`src/common/ssm_defs.svh`:
```
// Register offsets, field positions, reset values and timing counts for the serial master.
// Assumes inclusion by bare name from the include path.
`ifndef SSM_DEFS_SVH
`define SSM_DEFS_SVH
`define SSM_OFF_BAUDCON 8'h00
`define SSM_OFF_RCSTA 8'h04
`define SSM_OFF_DIVLO 8'h08
`define SSM_OFF_DIVHI 8'h0c
`define SSM_OFF_TXHOLD 8'h10
`define SSM_OFF_TXSTA 8'h14
`define SSM_OFF_RXDATA 8'h18
// baud_control fields
`define SSM_BC_DPOL 5
`define SSM_BC_CPOL 4
`define SSM_BC_WIDE 3
`define SSM_BC_WAKE 1
`define SSM_BC_ABD 0
// receive_status_control fields
`define SSM_RS_PORT_ON 7
`define SSM_RS_RX_ONE 5
`define SSM_RS_RX_CONT 4
`define SSM_RS_FRAME_ERR 2
`define SSM_RS_RCIF 1
// transmit_status_control fields
`define SSM_TS_MASTER 7
`define SSM_TS_NINE_ON 6
`define SSM_TS_TX_ON 5
`define SSM_TS_SYNC 4
`define SSM_TS_HIGH_SPD 2
`define SSM_TS_TRMT 1
`define SSM_TS_NINE_VAL 0
`define SSM_RST_BYTE 8'h00
`define SSM_RST_TXSTA 8'h02
`define SSM_BREAK_DATA 8'h00
`define SSM_BREAK_ZEROS 12
`endif

```
`src/common/ssm_pkg.sv`:
```
// Types shared by the serial master files.
// Assumes nothing of its surroundings.
package ssm_pkg;
    typedef enum logic [1:0] {SSM_IDLE, SSM_LEAD, SSM_TRAIL} ssm_shift_type;
endpackage

```
`src/rtl/ssm_sync2.sv`:
```
// Two-flop synchroniser for one asynchronous level.
// Assumes a single clock domain on aclk.
`timescale 1ns/1ns
module ssm_sync2 #(
    parameter logic RST_VAL = 1'b1
) (
    input wire logic aclk,
    input wire logic aresetn,
    input wire logic async_in,
    output logic sync_out
);
    logic meta_ff;
    // First stage is read only by the second stage
    always_ff @(posedge aclk) begin
        if (!aresetn) begin
            meta_ff <= RST_VAL;
            sync_out <= RST_VAL;
        end else begin
            meta_ff <= async_in;
            sync_out <= meta_ff;
        end
    end
endmodule

```
`src/rtl/ssm_baud.sv`:
```
// Baud generator: emits one tick per half bit period.
// Assumes divisor and speed bits are steady while a character shifts.
`timescale 1ns/1ns
module ssm_baud (
    input wire logic aclk,
    input wire logic aresetn,
    input wire logic run,
    input wire logic [15:0] divisor,
    input wire logic wide_sel,
    input wire logic high_sel,
    output logic half_tick
);
    logic [21:0] cnt_ff;
    logic [21:0] reload;
    // Base prescale of 4, 16 or 64 clocks per count; halved for clock phases
    always_comb begin
        reload = {6'h00, (wide_sel ? divisor : {8'h00, divisor[7:0]})} + 22'h000001;
        if (wide_sel && high_sel) begin
            reload = reload << 1;
        end else if (wide_sel || high_sel) begin
            reload = reload << 3;
        end else begin
            reload = reload << 5;
        end
    end
    always_ff @(posedge aclk) begin
        if (!aresetn || !run) begin
            cnt_ff <= 22'h000000;
            half_tick <= 1'b0;
        end else if (cnt_ff + 22'h000001 >= reload) begin
            cnt_ff <= 22'h000000;
            half_tick <= 1'b1;
        end else begin
            cnt_ff <= cnt_ff + 22'h000001;
            half_tick <= 1'b0;
        end
    end
endmodule

```
`src/rtl/ssm_top.sv`:
```
// Synchronous serial master transmitter with break detection on the receive line while a character shifts out.
// Assumes an AXI4-Lite master on aclk and asynchronous pins sampled through synchronisers.
`timescale 1ns/1ns
`include "ssm_defs.svh"
// Overview of operation
// - Break seen when receive flag, framing error and zero data coincide
// - Wake-on-break: two line transitions, interrupt, next byte, second interrupt (code: one interrupt on the falling edge, no byte received)
// - One data line and one clock line, never sending and receiving together
// - No start or stop bits in synchronous mode
// - Master mode needs sync, clock source and port enable all set
// - Either receive enable set selects receive instead of transmit
// - Clock pin driver enabled whenever synchronous master is configured
// - Exactly one clock cycle per data bit
// - Data changes on leading edge, sampled on trailing edge
// - Polarity set: clock idles high, data changes on falling edge
// - Polarity clear: clock idles low, data changes on rising edge
// - Transmit enables drivers on both data and clock pins
// - Holding register waits while shift register still busy
// - Empty shift register loads at once and shifting starts
// - Each bit held from one leading edge to the next
// - Shift register has no software address
// - Data polarity resets to zero; set inverts transmit and receive data
// - No transmission unless transmit enable set
// - Break is start bit, twelve zero bits, stop bit (code: twelve zero samples at half-bit ticks while shifting, then a rise)
// - Wake enable cleared by rising receive edge ending the break
module ssm_top (
    input wire logic aclk,
    input wire logic aresetn,
    input wire logic [7:0] s_axi_awaddr,
    input wire logic s_axi_awvalid,
    output logic s_axi_awready,
    input wire logic [31:0] s_axi_wdata,
    input wire logic [3:0] s_axi_wstrb,
    input wire logic s_axi_wvalid,
    output logic s_axi_wready,
    output logic [1:0] s_axi_bresp,
    output logic s_axi_bvalid,
    input wire logic s_axi_bready,
    input wire logic [7:0] s_axi_araddr,
    input wire logic s_axi_arvalid,
    output logic s_axi_arready,
    output logic [31:0] s_axi_rdata,
    output logic [1:0] s_axi_rresp,
    output logic s_axi_rvalid,
    input wire logic s_axi_rready,
    input wire logic serial_data_pin_i,
    output logic serial_data_pin_o,
    output logic serial_data_pin_oe,
    output logic serial_clock_pin_o,
    output logic serial_clock_pin_oe
);
    logic [7:0] baud_control_ff, receive_status_control_ff, transmit_status_control_ff;
    logic [7:0] baud_divisor_low_ff, baud_divisor_high_ff, hold_ff, rx_data_ff;
    logic hold_full_ff, hold_ninth_ff;
    logic [8:0] shreg_ff;
    logic [3:0] bits_left_ff;
    logic shreg_busy_ff;
    logic rx_event, brk_frame;
    ssm_pkg::ssm_shift_type state_ff;
    logic aw_ff, w_ff;
    logic [7:0] awaddr_ff;
    logic [31:0] wdata_ff;
    logic [3:0] wstrb_ff;
    logic half_tick, rx_sync, rx_prev_ff;
    logic master_on, tx_mode, wr_go, rd_go;
    logic [3:0] brk_cnt_ff;
    logic [1:0] wake_edges_ff;
    logic rx_bit;

    assign master_on = transmit_status_control_ff[`SSM_TS_SYNC]
        && transmit_status_control_ff[`SSM_TS_MASTER]
        && receive_status_control_ff[`SSM_RS_PORT_ON];
    assign tx_mode = master_on && !receive_status_control_ff[`SSM_RS_RX_ONE]
        && !receive_status_control_ff[`SSM_RS_RX_CONT]
        && transmit_status_control_ff[`SSM_TS_TX_ON];
    assign wr_go = aw_ff && w_ff && !s_axi_bvalid;
    assign rd_go = s_axi_arvalid && s_axi_arready;

    ssm_sync2 #(.RST_VAL(1'b1)) u_rx_sync (
        .aclk(aclk),
        .aresetn(aresetn),
        .async_in(serial_data_pin_i),
        .sync_out(rx_sync)
    );

    ssm_baud u_baud (
        .aclk(aclk),
        .aresetn(aresetn),
        .run(shreg_busy_ff),
        .divisor({baud_divisor_high_ff, baud_divisor_low_ff}),
        .wide_sel(baud_control_ff[`SSM_BC_WIDE]),
        .high_sel(transmit_status_control_ff[`SSM_TS_HIGH_SPD]),
        .half_tick(half_tick)
    );

    // Write address and data channels latch independently, in either order
    always_ff @(posedge aclk) begin
        if (!aresetn) begin
            aw_ff <= 1'b0;
            w_ff <= 1'b0;
            awaddr_ff <= 8'h00;
            wdata_ff <= 32'h00000000;
            wstrb_ff <= 4'h0;
        end else begin
            if (s_axi_awvalid && s_axi_awready) begin
                aw_ff <= 1'b1;
                awaddr_ff <= s_axi_awaddr;
            end else if (wr_go) begin
                aw_ff <= 1'b0;
            end
            if (s_axi_wvalid && s_axi_wready) begin
                w_ff <= 1'b1;
                wdata_ff <= s_axi_wdata;
                wstrb_ff <= s_axi_wstrb;
            end else if (wr_go) begin
                w_ff <= 1'b0;
            end
        end
    end

    // Ready while the matching slot is empty
    always_ff @(posedge aclk) begin
        if (!aresetn) begin
            s_axi_awready <= 1'b0;
            s_axi_wready <= 1'b0;
        end else begin
            s_axi_awready <= !aw_ff && !(s_axi_awvalid && s_axi_awready);
            s_axi_wready <= !w_ff && !(s_axi_wvalid && s_axi_wready);
        end
    end

    // Write response; unmapped offsets answer SLVERR
    always_ff @(posedge aclk) begin
        if (!aresetn) begin
            s_axi_bvalid <= 1'b0;
            s_axi_bresp <= 2'h0;
        end else if (wr_go) begin
            s_axi_bvalid <= 1'b1;
            s_axi_bresp <= (awaddr_ff > `SSM_OFF_RXDATA || awaddr_ff[1:0] != 2'h0)
                ? 2'h2 : 2'h0;
        end else if (s_axi_bvalid && s_axi_bready) begin
            s_axi_bvalid <= 1'b0;
        end
    end

    // Configuration registers; lane 0 carries each byte
    always_ff @(posedge aclk) begin
        if (!aresetn) begin
            baud_control_ff <= `SSM_RST_BYTE;
            baud_divisor_low_ff <= `SSM_RST_BYTE;
            baud_divisor_high_ff <= `SSM_RST_BYTE;
            transmit_status_control_ff <= `SSM_RST_TXSTA;
            receive_status_control_ff <= `SSM_RST_BYTE;
        end else begin
            if (wr_go && wstrb_ff[0]) begin
                unique case (awaddr_ff)
                    `SSM_OFF_BAUDCON: baud_control_ff <= wdata_ff[7:0];
                    `SSM_OFF_DIVLO: baud_divisor_low_ff <= wdata_ff[7:0];
                    `SSM_OFF_DIVHI: baud_divisor_high_ff <= wdata_ff[7:0];
                    `SSM_OFF_TXSTA: transmit_status_control_ff <= {wdata_ff[7:2],
                        transmit_status_control_ff[`SSM_TS_TRMT], wdata_ff[0]};
                    `SSM_OFF_RCSTA: receive_status_control_ff <= {wdata_ff[7:3],
                        receive_status_control_ff[2:1], wdata_ff[0]};
                    default: ;
                endcase
            end
            // Shift register empty flag tracks hardware, not software
            transmit_status_control_ff[`SSM_TS_TRMT] <= !shreg_busy_ff;
            // Wake enable falls with the rising edge that ends the break
            if (baud_control_ff[`SSM_BC_WAKE] && rx_sync && !rx_prev_ff) begin
                baud_control_ff[`SSM_BC_WAKE] <= 1'b0;
            end
            // Receive flag: hardware set wins over a reading clear
            if (rx_event) begin
                receive_status_control_ff[`SSM_RS_RCIF] <= 1'b1;
                receive_status_control_ff[`SSM_RS_FRAME_ERR] <= brk_frame;
            end else if (rd_go && s_axi_araddr == `SSM_OFF_RXDATA) begin
                receive_status_control_ff[`SSM_RS_RCIF] <= 1'b0;
            end
        end
    end

    // Break watch on the receive line: twelve or more zero samples then a rise
    assign rx_bit = rx_sync ^ baud_control_ff[`SSM_BC_DPOL];
    always_ff @(posedge aclk) begin
        if (!aresetn) begin
            rx_prev_ff <= 1'b1;
            brk_cnt_ff <= 4'h0;
            wake_edges_ff <= 2'h0;
            rx_data_ff <= 8'h00;
        end else begin
            rx_prev_ff <= rx_sync;
            if (half_tick && !rx_bit && brk_cnt_ff != 4'hf) begin
                brk_cnt_ff <= brk_cnt_ff + 4'h1;
            end else if (rx_bit) begin
                brk_cnt_ff <= 4'h0;
            end
            // Two transitions counted while wake is armed
            if (baud_control_ff[`SSM_BC_WAKE] && rx_sync != rx_prev_ff) begin
                wake_edges_ff <= wake_edges_ff + 2'h1;
            end else if (!baud_control_ff[`SSM_BC_WAKE]) begin
                wake_edges_ff <= 2'h0;
            end
            if (brk_frame) begin
                rx_data_ff <= `SSM_BREAK_DATA;
            end
        end
    end
    // Break framing: zero run long enough ends as the line rises
    assign brk_frame = rx_bit && !(rx_prev_ff ^ baud_control_ff[`SSM_BC_DPOL])
        && brk_cnt_ff >= 4'(`SSM_BREAK_ZEROS);
    assign rx_event = brk_frame
        || (baud_control_ff[`SSM_BC_WAKE] && !rx_sync && rx_prev_ff);

    // Holding register: loads on write, hands over when shifter free
    always_ff @(posedge aclk) begin
        if (!aresetn) begin
            hold_ff <= 8'h00;
            hold_ninth_ff <= 1'b0;
            hold_full_ff <= 1'b0;
        end else if (wr_go && wstrb_ff[0] && awaddr_ff == `SSM_OFF_TXHOLD) begin
            hold_ff <= wdata_ff[7:0];
            hold_ninth_ff <= transmit_status_control_ff[`SSM_TS_NINE_VAL];
            hold_full_ff <= 1'b1;
        end else if (hold_full_ff && !shreg_busy_ff && tx_mode) begin
            hold_full_ff <= 1'b0;
        end
    end

    // Shifter: idle, lead half, trail half per bit, no start or stop bits
    always_ff @(posedge aclk) begin
        if (!aresetn) begin
            state_ff <= ssm_pkg::SSM_IDLE;
            shreg_ff <= 9'h000;
            bits_left_ff <= 4'h0;
            shreg_busy_ff <= 1'b0;
        end else if (!tx_mode) begin
            state_ff <= ssm_pkg::SSM_IDLE;
            shreg_busy_ff <= 1'b0;
        end else begin
            unique case (state_ff)
                ssm_pkg::SSM_IDLE: begin
                    if (hold_full_ff) begin
                        shreg_ff <= {hold_ninth_ff, hold_ff};
                        bits_left_ff <= transmit_status_control_ff[`SSM_TS_NINE_ON]
                            ? 4'h9 : 4'h8;
                        shreg_busy_ff <= 1'b1;
                        state_ff <= ssm_pkg::SSM_LEAD;
                    end
                end
                ssm_pkg::SSM_LEAD: begin
                    if (half_tick) begin
                        state_ff <= ssm_pkg::SSM_TRAIL;
                    end
                end
                ssm_pkg::SSM_TRAIL: begin
                    if (half_tick) begin
                        shreg_ff <= {1'b0, shreg_ff[8:1]};
                        bits_left_ff <= bits_left_ff - 4'h1;
                        if (bits_left_ff == 4'h1) begin
                            shreg_busy_ff <= 1'b0;
                            state_ff <= ssm_pkg::SSM_IDLE;
                        end else begin
                            state_ff <= ssm_pkg::SSM_LEAD;
                        end
                    end
                end
            endcase
        end
    end

    // Pins: clock high during lead half, then inverted by polarity
    always_ff @(posedge aclk) begin
        if (!aresetn) begin
            serial_clock_pin_o <= 1'b0;
            serial_clock_pin_oe <= 1'b0;
            serial_data_pin_o <= 1'b0;
            serial_data_pin_oe <= 1'b0;
        end else begin
            serial_clock_pin_o <= (state_ff == ssm_pkg::SSM_LEAD)
                ^ baud_control_ff[`SSM_BC_CPOL];
            serial_clock_pin_oe <= master_on;
            serial_data_pin_o <= shreg_ff[0] ^ baud_control_ff[`SSM_BC_DPOL];
            serial_data_pin_oe <= tx_mode;
        end
    end

    // Read channel; the shift register has no read address
    always_ff @(posedge aclk) begin
        if (!aresetn) begin
            s_axi_arready <= 1'b0;
            s_axi_rvalid <= 1'b0;
            s_axi_rdata <= 32'h00000000;
            s_axi_rresp <= 2'h0;
        end else begin
            s_axi_arready <= !s_axi_rvalid && !rd_go;
            if (rd_go) begin
                s_axi_rvalid <= 1'b1;
                s_axi_rresp <= 2'h0;
                unique case (s_axi_araddr)
                    `SSM_OFF_BAUDCON: s_axi_rdata <= {24'h000000, baud_control_ff};
                    `SSM_OFF_RCSTA: s_axi_rdata <= {24'h000000, receive_status_control_ff};
                    `SSM_OFF_DIVLO: s_axi_rdata <= {24'h000000, baud_divisor_low_ff};
                    `SSM_OFF_DIVHI: s_axi_rdata <= {24'h000000, baud_divisor_high_ff};
                    `SSM_OFF_TXSTA: s_axi_rdata <= {24'h000000, transmit_status_control_ff};
                    `SSM_OFF_RXDATA: s_axi_rdata <= {24'h000000, rx_data_ff};
                    `SSM_OFF_TXHOLD: s_axi_rdata <= 32'h00000000;
                    default: begin
                        s_axi_rdata <= 32'h00000000;
                        s_axi_rresp <= 2'h2;
                    end
                endcase
            end else if (s_axi_rvalid && s_axi_rready) begin
                s_axi_rvalid <= 1'b0;
            end
        end
    end

    // Bit count never exceeds nine while shifting
    bits_bound_a: assert property (@(posedge aclk) disable iff (!aresetn)
        shreg_busy_ff |-> bits_left_ff <= 4'h9) else $error("bit count out of range");
    no_tx_off_a: assert property (@(posedge aclk) disable iff (!aresetn)
        !tx_mode |=> !shreg_busy_ff) else $error("shifting without transmit mode");
    clk_idle_a: assert property (@(posedge aclk) disable iff (!aresetn)
        ##1 (state_ff != ssm_pkg::SSM_LEAD) |=> serial_clock_pin_o
        == $past(baud_control_ff[`SSM_BC_CPOL])) else $error("clock idle level wrong");
    data_stable_a: assert property (@(posedge aclk) disable iff (!aresetn)
        (state_ff == ssm_pkg::SSM_LEAD) && $past(state_ff == ssm_pkg::SSM_LEAD)
        |-> $stable(shreg_ff)) else $error("data moved inside a bit");
    load_now_a: assert property (@(posedge aclk) disable iff (!aresetn)
        tx_mode && hold_full_ff && state_ff == ssm_pkg::SSM_IDLE |=> shreg_busy_ff)
        else $error("idle shifter did not load");
    hold_wait_a: assert property (@(posedge aclk) disable iff (!aresetn)
        shreg_busy_ff && hold_full_ff && $past(hold_full_ff) |-> $stable(hold_ff))
        else $error("holding data lost");
    clk_drive_a: assert property (@(posedge aclk) disable iff (!aresetn)
        master_on |=> serial_clock_pin_oe) else $error("clock driver off");
    data_drive_a: assert property (@(posedge aclk) disable iff (!aresetn)
        tx_mode |=> serial_data_pin_oe) else $error("data driver off");
    wake_clear_a: assert property (@(posedge aclk) disable iff (!aresetn)
        baud_control_ff[`SSM_BC_WAKE] && rx_sync && !rx_prev_ff
        |=> !baud_control_ff[`SSM_BC_WAKE]) else $error("wake not cleared");
endmodule

```
`config.mk`:
```
export PLATFORM = sky130hd
export DESIGN_NAME = ssm_top
export DESIGN_NICKNAME = d
export VERILOG_FILES = /design/src/common/ssm_pkg.sv /design/src/rtl/ssm_sync2.sv /design/src/rtl/ssm_baud.sv /design/src/rtl/ssm_top.sv
export VERILOG_INCLUDE_DIRS = /design/src /design/src/common
export SDC_FILE = /design/constraint.sdc
export NUM_CORES = 1
export LEC_CHECK = 0
export ABC_AREA = 1
export BUFFER_PORTS_ARGS = -buffer_cell sky130_fd_sc_hd__buf_2
export CORE_MARGIN = 1
export CORE_UTILIZATION = 30
export DETAILED_ROUTE_END_ITERATION = 8
export GPL_TIMING_DRIVEN = 0
export SYNTH_ARGS = -nofsm -noshare
export SYNTH_HDL_FRONTEND = slang
export SYNTH_SLANG_ARGS = --single-unit
```
`constraint.sdc`:
```
create_clock -name aclk -period 2.95 [get_ports aclk]
set_input_delay 0.59 -clock aclk [delete_from_list [all_inputs] [get_ports aclk]]
set_output_delay 0.59 -clock aclk [all_outputs]
set_load 0.005 [all_outputs]
```
# Word-level counts from Yosys, hierarchy flattened
# Index checks and enable logic that the tools add are counted.
op_classes:
  add_sub_neg: 4
  bitwise: 5
  muxes: 39
  eq_ne: 19
  magnitude_cmp: 3
  reduce_logical: 72
op_table:
  columns: ["op", "count"]
  rows:
  - ["22-bit two-way mux", 2]
  - ["8-bit by 5-bit == test with 1-bit output, second input constant", 5]
  - ["8-bit case mux with 5 select lines", 1]
  - ["8-bit by 4-bit == test with 1-bit output, second input constant", 4]
  - ["1-bit logical AND", 29]
  - ["22-bit by 1-bit adder with 22-bit output, second input constant", 1]
  - ["22-bit >= comparator", 1]
  - ["1-bit two-way mux", 19]
  - ["9-bit two-way mux", 2]
  - ["9-bit case mux with 2 select lines", 1]
  - ["2-bit nonzero test", 9]
  - ["16-bit by 1-bit adder with 17-bit output, second input constant", 1]
  - ["8-bit by 3-bit == test with 1-bit output, second input constant", 2]
  - ["8-bit zero test", 2]
  - ["16-bit two-way mux", 1]
  - ["4-bit two-way mux", 4]
  - ["1-bit zero test", 15]
  - ["2-bit AND reduction", 6]
  - ["2-bit two-way mux", 5]
  - ["8-bit by 5-bit greater-than comparator with 1-bit output, second input constant", 1]
  - ["4-bit case mux with 2 select lines", 1]
  - ["4-bit AND reduction", 2]
  - ["7-bit OR reduction", 1]
  - ["2-bit case mux with 3 select lines", 1]
  - ["17 further kinds", 26]
totals:
  elab_cells: 181
  out_inout_bits: 45
  ff_bits: 160
  input_bits: 60

# Longest topological paths before layout
# Gate-level depths: netlist (run 1).
depth:
  word_depth: 8
  depth_mapped: 20
  depth_no_buf: 19

# Cells and area by module
# A second synthesis (run 1) with hierarchy kept.
unflattened:
  hier_cells: 1139
  hier_area_um2: 7631.1
modules_own_cells:
  columns: ["module", "cells_each", "seq_area_each_um2", "area_each_um2", "n_inst"]
  rows:
  - ["ssm_top", 696, 2182.1, 5026.1, 1]
  - ["ssm_baud", 437, 460.4, 2549.9, 1]
  - ["ssm_sync2", 6, 40.0, 55.1, 1]

# Worst setup path after synthesis (run 1)
# Ideal clock, no wire load.
synth_path:
  kind: "register to register"
  start: "register baud_divisor_low_ff[0]"
  end: "register u_baud.cnt_ff[12]"
  period_less_slack_ns: 2.493
  required_time_ns: 2.831
  n_path_buf: 1
  path_stages_with_launch: 18
  setup_time_ns: 0.119
  arrival_time_ns: 2.374
  setup_slack_ns: 0.457
  path_cell_list: "dfxtp_1 > ha_1 > nand3_1 > inv_1 > nand2_1 > o21ai_0 > nand2_1 > o21ai_0 > nor2_1 > ha_1 > nand2_1 > nor2_1 > nand4_1 > nor2_1 > nand2_1 > nand4_1 > buf_2 > nor2_1"
synth_between:
  elab_chain_cells: 6
synth_lines:
  columns: ["item", "line_no", "rtl"]
  rows:
  - ["start, declared", "ssm_top.sv:53", "logic [7:0] baud_divisor_low_ff, baud_divisor_high_ff, hold_ff, rx_data_ff;"]
  - ["start signal, assigned", "ssm_top.sv:150", "baud_divisor_low_ff <= `SSM_RST_BYTE;"]
  - ["start signal, assigned", "ssm_top.sv:158", "`SSM_OFF_DIVLO: baud_divisor_low_ff <= wdata_ff[7:0];"]
  - ["16-bit two-way mux (*)", "ssm_baud.sv:17", "reload = {6'h00, (wide_sel ? divisor : {8'h00, divisor[7:0]})} + 22'h000001;"]
  - ["16-bit by 1-bit adder with 17-bit output (*)", "ssm_baud.sv:17", null]
  - ["22-bit two-way mux", "ssm_baud.sv:20", "end else if (wide_sel || high_sel) begin"]
  - ["22-bit two-way mux (*)", "ssm_baud.sv:18", "if (wide_sel && high_sel) begin"]
  - ["22-bit >= comparator (*)", "ssm_baud.sv:30", "end else if (cnt_ff + 22'h000001 >= reload) begin"]
  - ["2-bit OR reduction (no source line) (*)", null, null]
  - ["end signal, assigned", "ssm_baud.sv:34", "cnt_ff <= cnt_ff + 22'h000001;"]
  - ["end, declared", "ssm_baud.sv:13", "logic [21:0] cnt_ff;"]
# Mark *: on every way between the ends. The rest lies on a longest branch, timed or not.
# A chain may end at the register's enable or synchronous reset.

# Final worst setup path (run 1)
layout_path:
  start: "register u_baud.cnt_ff[0]"
  end: "register u_baud.cnt_ff[8]"
layout_between:
  elab_chain_cells: 3
layout_lines:
  columns: ["item", "line_no"]
  rows:
  - ["22-bit by 1-bit adder with 22-bit output (*)", "ssm_baud.sv:30, ssm_baud.sv:34"]
  - ["22-bit >= comparator", "ssm_baud.sv:30"]
  - ["2-bit OR reduction (no source line)", null]
# Marked as above.

==> results.cfg, run 1 <==
[run_status]
status = finished clean

[route]
met1Wirelength_mm = 9.32
route.detailed.wl_per_inst_um = 13.6
vias_per_cell = 4.63
top_layer = met4
remaining_drc_errors = 0
dr_wl_met3_um = 855
ant_nets = 0
drtIter0Drc = 385
dr.pass1.iters = 5
vias = 6832
wirelength_mm = 20.1
wl_met2_mm = 9.51

[grt]
grtUsageTotal_pct = 16.9
antenna_found_initial = 0
grt_first_pass_wirelength_mm = 32.3
grt-ovfl-total = 0
grt_pass1_vias = 6438
grt_max_degree = 17

[cts]
cts_made_buffers = 17
clock_sinks = 134
tritoncts = yes
clkLatencyLatePin_ps = 430
clockBufferDepth = 2
cts_max_level = 4
clockRootBuffer = clkbuf_16
clk_pin_slew_ps = 60

[yosys]
synth-main-ff-cell = dfxtp_1
yosys_register_bits = 134
yosysTopAreaCell = dfxtp_1
seq_area_frac_synth_pct = 36.7
yosys_warnings = 0
synth_async_sr_flop_share_pct = 0
yosysUniqueCellTypes = 47
netlist_instances = 1039
syn_area_per_cell_um2 = 7.03
netlist_top_cells_area = dfxtp_1, nand2_1, nor2_1
netlist_area_um2 = 7310
synth-edff-count = 0
synth_top_area_share_pct = 36.7

[layout]
n_antenna_cell = 0
largest_reg_flops = 22
fin_nets = 1229
design_area_um2 = 8840
reg_top3 = u_baud.cnt_ff x22, shreg_ff x9
top_register = u_baud.cnt_ff
drive_gt1_share_pct = 19.2
fin_util_pct = 37.3
area_growth_pct = 21.0
fin_cells = 1475

[timing]
setup_viol = 0
fin_tns_setup_ps = 0
timing.fmax_ghz = 0.361
period_needed_ps = 2770
drv_slew = 0
finalCritPeriodShare_pct = 93.8
skew_ps = 15.2
relSlewSlack_pct = 50.2
worst_pin_slew_ps = 748
finalHoldViolCount = 0

[die]
start_util_pct = 30.9
die_w_um = 158
num_rows = 56
core_um2 = 23700
die_h_um = 158
io_pins = 105
dieArea_um2 = 25000

[critical_path]
setup.worst_path.end_class = register
worstSetupStartpointType = register
path_max_fanout = 6
reg2reg_slack_ps = 180
required_ps = 3270
criticalPathCategory = register to register
critical_path_arrival_ps = 3090

[placement]
gp_congestion = 0.883
hpwlAfterDp_mm = 15.1
io_buffers = 51
place_inst = 1435
dpl_cell_area_um2 = 8060

[power_and_ir_drop]
power.density_nw_per_um2 = 474
ir_drop_uv = 314
power_leakage_nw = 3.80

[hold_path]
hold_class = input pin to register

[job]
drv_cap = 0
[cells in the mapped netlist, types with 5 or more instances]
master	instances
a211oi_1	7
o21ai_2	7
a21oi_2	9
inv_2	8
xor2_1	11
o21ai_0	81
nor2_2	13
nand2_2	8
dfxtp_1	134
nand3_1	59
buf_6	5
ha_1	26
nor3_1	10
xnor2_1	11
nand2_1	209
or2_2	6
nand4_1	13
inv_1	118
nor2_1	142
a21oi_1	74
buf_4	28
clkbuf_1	13
[area by class of cell]
type	instances	area, um2
fillers	2616	14800
multi-input cells	752	4010
flip-flops and latches	134	2690
inverters	127	477
clock buffers	18	429
well taps	319	399
plain buffers	52	374
repair buffers	59	332
clock inverters	14	131
[path summary, 6_finish.rpt]
path	cells after the start	from	to
setup / recovery	18	u_baud.cnt_ff[0]$_SDFF_PP0_	u_baud.cnt_ff[8]$_SDFF_PP0_
hold / removal	2	serial_data_pin_i	u_rx_sync.meta_ff$_SDFF_PN1_
setup reg to reg	18	u_baud.cnt_ff[0]$_SDFF_PP0_	u_baud.cnt_ff[8]$_SDFF_PP0_
hold reg to reg	1	u_rx_sync.meta_ff$_SDFF_PN1_	u_rx_sync.sync_out$_SDFF_PN1_
[what timing repair did]
item | CTS | global route
pin swaps | 0 | 9
buffers inserted | 0 | 6
hold buffers | 0 | 0
resized for setup | 4 | 38
gates cloned | 0 | 2
setup endpoints to repair | 20 | 22
[kinds of logic after synthesis]
| family | count (synthesis) | share of synthesized area, % |
|---|---|---|
| XOR/XNOR | 22 | 2.64 |
| other | 2 | 0.103 |
| adder cells (fa/ha/maj) | 26 | 4.45 |
| flip-flops | 134 | 36.7 |
| AO/OA/AOI/OAI | 197 | 15.3 |
| AND/OR/NAND/NOR | 479 | 29.5 |
| buffers and inverters | 179 | 11.4 |
[metrics by stage]
step	hold WS (ps)	worst slack, ps	total power [W]
6_report	348	183	0.00419
5_1_grt	332	-29.3	0.00436
4_1_cts	336	16.5	0.00423
3_5_place_dp	406	-83.1	0.00216
3_3_place_gp	400	-65.3	0.00216
2_1_floorplan	387	457	0.00207
[report_power, final]
part	total (W)	internal, W	switching, W
combinational	0.000252	0.0000921	0.000160
clock	0.00207	0.00111	0.000955
sequential	0.00187	0.00184	0.0000293
total	0.00419	0.00305	0.00114
[metal layers]
layer	vias to the layer above	track usage (%)
met5	-	0
met4	0	5.59
met3	29	3.56
met2	171	28.7
met1	3108	21.0
li1	3524	-
[critical path: stages (launching register included)]
cell	delay [ps]
dfxtp_2	380
ha_4	170
nand2_2	90
nor2_4	150
nand2_2	100
nor2_4	180
nand2_1	110
xor2_2	160
inv_1	90
ha_1	280
nand2_1	60
nor2_1	120
nand3_1	100
nor2_1	110
nand2_1	80
nand4_1	100
buf_4	160
clkbuf_4	180
nor2_1	40
[placed cells by master, fill, tap and decap left out, drive strengths merged, types with 26 or more instances in the layout]
| cell type | synthesis | final |
|---|---|---|
| dfxtp | 134 | 134 |
| nand2 | 218 | 218 |
| conb | 2 | 28 |
| buf | 39 | 97 |
| nor2 | 160 | 160 |
| nand3 | 61 | 61 |
| clkbuf | 13 | 32 |
| inv | 126 | 135 |
| a21oi | 83 | 83 |
| o21ai | 92 | 92 |
| ha | 26 | 26 |
(Power assumes the default switching activity.)
==> run 2, diff against run 1 <==
--- a/config.mk
+++ b/config.mk
@@ -8,8 +8,8 @@
 export LEC_CHECK = 0
 export ABC_AREA = 1
 export BUFFER_PORTS_ARGS = -buffer_cell sky130_fd_sc_hd__buf_2
-export CORE_MARGIN = 1
 export CORE_UTILIZATION = 30
+export CTS_BUF_LIST = sky130_fd_sc_hd__clkbuf_8
 export DETAILED_ROUTE_END_ITERATION = 8
 export GPL_TIMING_DRIVEN = 0
 export SYNTH_ARGS = -nofsm -noshare
==> results.cfg, run 2 (synthesis gave the netlist of run 1 again) <==
[run_status]
status = finished clean

[grt]
grt-ovfl-total = 0
antenna_found_initial = 0
grt_pass1_vias = 6435
grt_max_degree = 17
grt_first_pass_wirelength_mm = 32.3
grtUsageTotal_pct = 16.7

[layout]
largest_reg_flops = 22
fillCellCount = 2645
final_common_cell = nand2_1
design_area_um2 = 8600
fin_cells = 1473
n_antenna_cell = 0
area_growth_pct = 17.7
fin_nets = 1227
reg_top3 = u_baud.cnt_ff x22, shreg_ff x9
drive_gt1_share_pct = 19.0
top_register = u_baud.cnt_ff
layout_common_cells = nand2_1, nor2_1, dfxtp_1

[critical_path]
timing.critical_path.buf_inv = 3
required_ps = 3290
cpPeakStageDelay_ps = 390
path_cells = ha_4 -> nand2_2 -> nor2_4 -> nand2_2 -> nor2_4 -> nand2_1 -> xor2_2 -> inv_1 -> ha_1 -> nand2_1 -> nor2_1 -> nand3_1 -> nor2_1 -> nand2_1 -> nand4_1 -> buf_4 -> buf_4 -> nor2_1
critical_path_arrival_ps = 3080
criticalPathCategory = register to register
setup.worst_path.end_class = register
cp_top_family = simple AND/OR/NAND/NOR gates
reg2reg_slack_ps = 210
path_max_fanout = 6
worstSetupStartpointType = register
cp_slowest_cell = dfxtp_2

[route]
vias_per_cell = 4.60
ant_nets = 0
remaining_drc_errors = 0
route.detailed.wl_per_inst_um = 13.5
drtIter0Drc = 368
wirelength_mm = 19.9
vias = 6776
dr.pass1.iters = 5

[die]
core_um2 = 23700
dieArea_um2 = 25000
die_w_um = 158
die_h_um = 158
start_util_pct = 30.9
io_pins = 105
num_rows = 56

[placement]
io_buffers = 51
dpl_cell_area_um2 = 8060
place_inst = 1435
hpwlAfterDp_mm = 15.1
gp_congestion = 0.883

[cts]
hold_buffers = 0
clkLatencyLatePin_ps = 460
cts_max_level = 4
clockRootBuffer = clkbuf_8
clockBufferDepth = 2
tritoncts = yes
cts_made_buffers = 17
clk_pin_slew_ps = 90
clock_sinks = 134

[power_and_ir_drop]
power_leakage_nw = 3.70
power.density_nw_per_um2 = 420
finalPower_w = 0.00361
ir_drop_uv = 290

[hold_path]
hold_class = input pin to register

[timing]
finalCritPeriodShare_pct = 93.0
finalHoldViolCount = 0
skew_ps = 18.1
period_needed_ps = 2740
whs_ps = 323
setup_viol = 0
worst_pin_slew_ps = 717
timing.fmax_ghz = 0.364
fin_tns_setup_ps = 0
drv_slew = 0
relSlewSlack_pct = 52.2

[job]
drv_cap = 0
[run 2: timing repair]
action | in CTS | in global routing
endpoints found under the hold margin | 0 | 0
resized for setup | 4 | 34
cloned | 0 | 2
setup buffers | 0 | 4
setup endpoints to repair | 20 | 22
pin swaps | 0 | 4
[run 2: path summary, 6_finish.rpt]
kind | end | cells after the start | startpoint
worst min register to register | u_rx_sync.sync_out$_SDFF_PN1_ | 1 | u_rx_sync.meta_ff$_SDFF_PN1_
worst max register to register | u_baud.cnt_ff[5]$_SDFF_PP0_ | 18 | u_baud.cnt_ff[0]$_SDFF_PP0_
worst max-delay path | u_baud.cnt_ff[5]$_SDFF_PP0_ | 18 | u_baud.cnt_ff[0]$_SDFF_PP0_
worst min-delay path | u_rx_sync.meta_ff$_SDFF_PN1_ | 2 | serial_data_pin_i
[run 2: metal layers]
| layer | wire [um] | vias up | GRT usage, % |
|---|---|---|---|
| met5 | 0 | - | 0 |
| met4 | 359 | 0 | 5.68 |
| met3 | 883 | 24 | 3.12 |
| met2 | 9440 | 184 | 28.5 |
| met1 | 9230 | 3056 | 21.0 |
| li1 | - | 3512 | - |
[run 2: stage by stage]
stage	worst slack, ps	utilization [%]
finish	206	36.3
global route	-20.4	36.3
CTS	12.8	35.6
detailed placement	-83.1	34.0
floorplan	457	-
global placement	-65.3	34.0
[run 2: final cells by class]
cell class,count,area [um2],area share [%]
Timing Repair Buffer,57,304,3.54
Inverter,127,477,5.54
Clock inverter,15,135,1.57
Multi-Input combinational cell,752,3990,46.4
Clock buffer,17,234,2.72
Tap cell,319,399,4.64
Buffer,52,370,4.31
Sequential cell,134,2690,31.3
[run 2: power by group]
group	switching [W]	internal, W
combinational	0.000159	0.0000919
sequential	0.0000292	0.00184
clock	0.000873	0.000617
==> run 3, diff against run 2 <==
--- a/config.mk
+++ b/config.mk
@@ -6,7 +6,6 @@
 export SDC_FILE = /design/constraint.sdc
 export NUM_CORES = 1
 export LEC_CHECK = 0
-export ABC_AREA = 1
 export BUFFER_PORTS_ARGS = -buffer_cell sky130_fd_sc_hd__buf_2
 export CORE_UTILIZATION = 30
 export CTS_BUF_LIST = sky130_fd_sc_hd__clkbuf_8
==> results.cfg, run 3 <==
[run_status]
status = finished clean

[timing]
rsz0062_at_grt = yes
period_needed_ps = 2940
finalCritPeriodShare_pct = 99.8
setup_viol = 0
worst_pin_slew_ps = 965
drv_slew = 0
timing.fmax_ghz = 0.340
finalHoldViolCount = 0
skew_ps = 16.5
whs_ps = 324
fin_tns_setup_ps = 0
relSlewSlack_pct = 35.1

[critical_path]
criticalPathCategory = register to register
required_ps = 3320
r2r_cells = 14
setup.worst_path.end_class = register
path_max_fanout = 8
reg2reg_slack_ps = 6
reg2reg_from = baud_divisor_low_ff[4]$_SDFFE_PN0P_
r2r_end = u_baud.cnt_ff[3]$_SDFF_PP0_
critical_path_arrival_ps = 3320
worstSetupStartpointType = register

[cts]
tritoncts = yes
clkLatencyLatePin_ps = 460
clockBufferDepth = 2
clock_sinks = 134
cts_made_buffers = 17
clk_pin_slew_ps = 90
hold_buffers = 0
clockRootBuffer = clkbuf_8
cts_max_level = 4

[route]
ant_nets = 0
route.detailed.wl_per_inst_um = 14.5
dr.pass1.iters = 5
wirelength_mm = 17.2
vias = 5766
remaining_drc_errors = 0
drtIter0Drc = 318
vias_per_cell = 4.85

[grt]
grt_max_degree = 17
antenna_found_initial = 0
grt_first_pass_wirelength_mm = 27.8
grt_pass1_vias = 5301
grt-ovfl-total = 0
grtUsageTotal_pct = 15.0

[hold_path]
holdPathEnd = u_rx_sync.meta_ff$_SDFF_PN1_
hold_class = input pin to register
whs_path_depth = 2
hold_path_startpoint = serial_data_pin_i

[layout]
fin_cells = 1188
layout_common_cells = dfxtp_1, nand2_1, nor2_1
drive_gt1_share_pct = 24.4
final_common_cell = dfxtp_1
fin_nets = 981
fin_util_pct = 38.1
largest_reg_flops = 22
top_register = u_baud.cnt_ff
area_growth_pct = 23.1
n_antenna_cell = 0
reg_top3 = u_baud.cnt_ff x22, shreg_ff x9

[yosys]
seq_area_frac_synth_pct = 39.3
synthTopCellsByCount = dfxtp_1, nand2_1, nor2_1
yosys_register_bits = 134
synth_most_common_cell = dfxtp_1
synth_top_area_share_pct = 39.3
synth-main-ff-cell = dfxtp_1
synth_async_sr_flop_share_pct = 0
netlist_area_um2 = 6830
netlist_top_cells_area = dfxtp_1, mux2i_1, nand2_1
yosys_warnings = 0
netlist_instances = 777
yosysUniqueCellTypes = 56
yosysTopAreaCell = dfxtp_1
synth-edff-count = 0
syn_area_per_cell_um2 = 8.79

[die]
io_pins = 105
dieArea_um2 = 23400
start_util_pct = 30.9
die_w_um = 153
core_um2 = 22100
die_h_um = 153
num_rows = 54

[placement]
place_inst = 1134
io_buffers = 51
gp_congestion = 0.814
hpwlAfterDp_mm = 12.7

[power_and_ir_drop]
finalPower_w = 0.00364
power.density_nw_per_um2 = 433
power_leakage_nw = 3.42
ir_drop_uv = 277

[job]
drv_cap = 0
-- run 3: layout make-up --
class / instances / area [um2]
timing repair buffer: 74 / 435
sequential: 134 / 2720
multi-input combinational: 590 / 4040
clock buffer: 17 / 234
inverter: 17 / 63.8
clock inverter: 15 / 166
buffer: 61 / 394
tap: 280 / 350
fill: 2231 / 13700
-- run 3: routing by layer --
| layer | vias to the layer above | global-route usage, % | part of all wire [%] |
|---|---|---|---|
| met3 | 20 | 2.75 | 4.7 |
| li1 | 2899 | - | - |
| met2 | 153 | 23.4 | 45 |
| met1 | 2694 | 20.6 | 48 |
| met4 | 0 | 5.15 | 1.5 |
| met5 | - | 0 | 0 |
-- run 3: where the power goes --
group / total [W] / leakage [nW] / internal, W / switching [W]
Clock: 0.00159 / 0.211 / 0.000774 / 0.000812
Sequential: 0.00186 / 1.09 / 0.00183 / 0.0000297
Combinational: 0.000198 / 2.12 / 0.0000850 / 0.000112
Total: 0.00364 / 3.42 / 0.00269 / 0.000954
-- run 3: kinds of logic after synthesis --
| family | Yosys count | synth area share, % |
|---|---|---|
| other | 2 | 0.110 |
| multiplexers | 59 | 10.2 |
| buffers and inverters | 79 | 6.21 |
| flip-flops | 134 | 39.3 |
| AO/OA/AOI/OAI | 122 | 11.5 |
| adder cells (fa/ha/maj) | 26 | 4.76 |
| AND/OR/NAND/NOR | 319 | 23.4 |
| XOR/XNOR | 36 | 4.62 |
-- run 3: what timing repair did --
item,CTS,global route
setup buffers,10,11
setup endpoints to repair,23,22
gates cloned,2,0
gates resized for setup,39,45
pin swaps,8,17
-- run 3: critical path: stages (launching register included) --
cell     delay, ps
dfxtp_4        370
and4_1         210
buf_6          130
nand4_1        140
xor2_2         190
mux2i_1        190
mux2i_1        110
ha_1           320
a21o_1         160
a221o_1        350
a21oi_2        130
nand4_1        110
buf_4          180
buf_4          130
nor2b_1        130
-- run 3: per-stage QoR --
stage	setup slack (ps)	area [um2]
after floorplan	46.0	6930
after global placement	-540	7530
after detailed placement	-568	7530
after CTS	7.47	8150
after global routing	-175	8410
final	5.91	8410
-- run 3: worst max path at each step --
stage                                              from                            to  slack, ps
floorplan           baud_divisor_low_ff[2]$_SDFFE_PN0P_  u_baud.cnt_ff[10]$_SDFF_PP0_         50
global placement    baud_divisor_low_ff[2]$_SDFFE_PN0P_   u_baud.cnt_ff[4]$_SDFF_PP0_       -540
detailed placement  baud_divisor_low_ff[2]$_SDFFE_PN0P_  u_baud.cnt_ff[10]$_SDFF_PP0_       -570
CTS                 baud_divisor_low_ff[1]$_SDFFE_PN0P_  u_baud.cnt_ff[10]$_SDFF_PP0_          7
global route        baud_divisor_low_ff[5]$_SDFFE_PN0P_   u_baud.cnt_ff[3]$_SDFF_PP0_       -180
finish              baud_divisor_low_ff[4]$_SDFFE_PN0P_   u_baud.cnt_ff[3]$_SDFF_PP0_          6
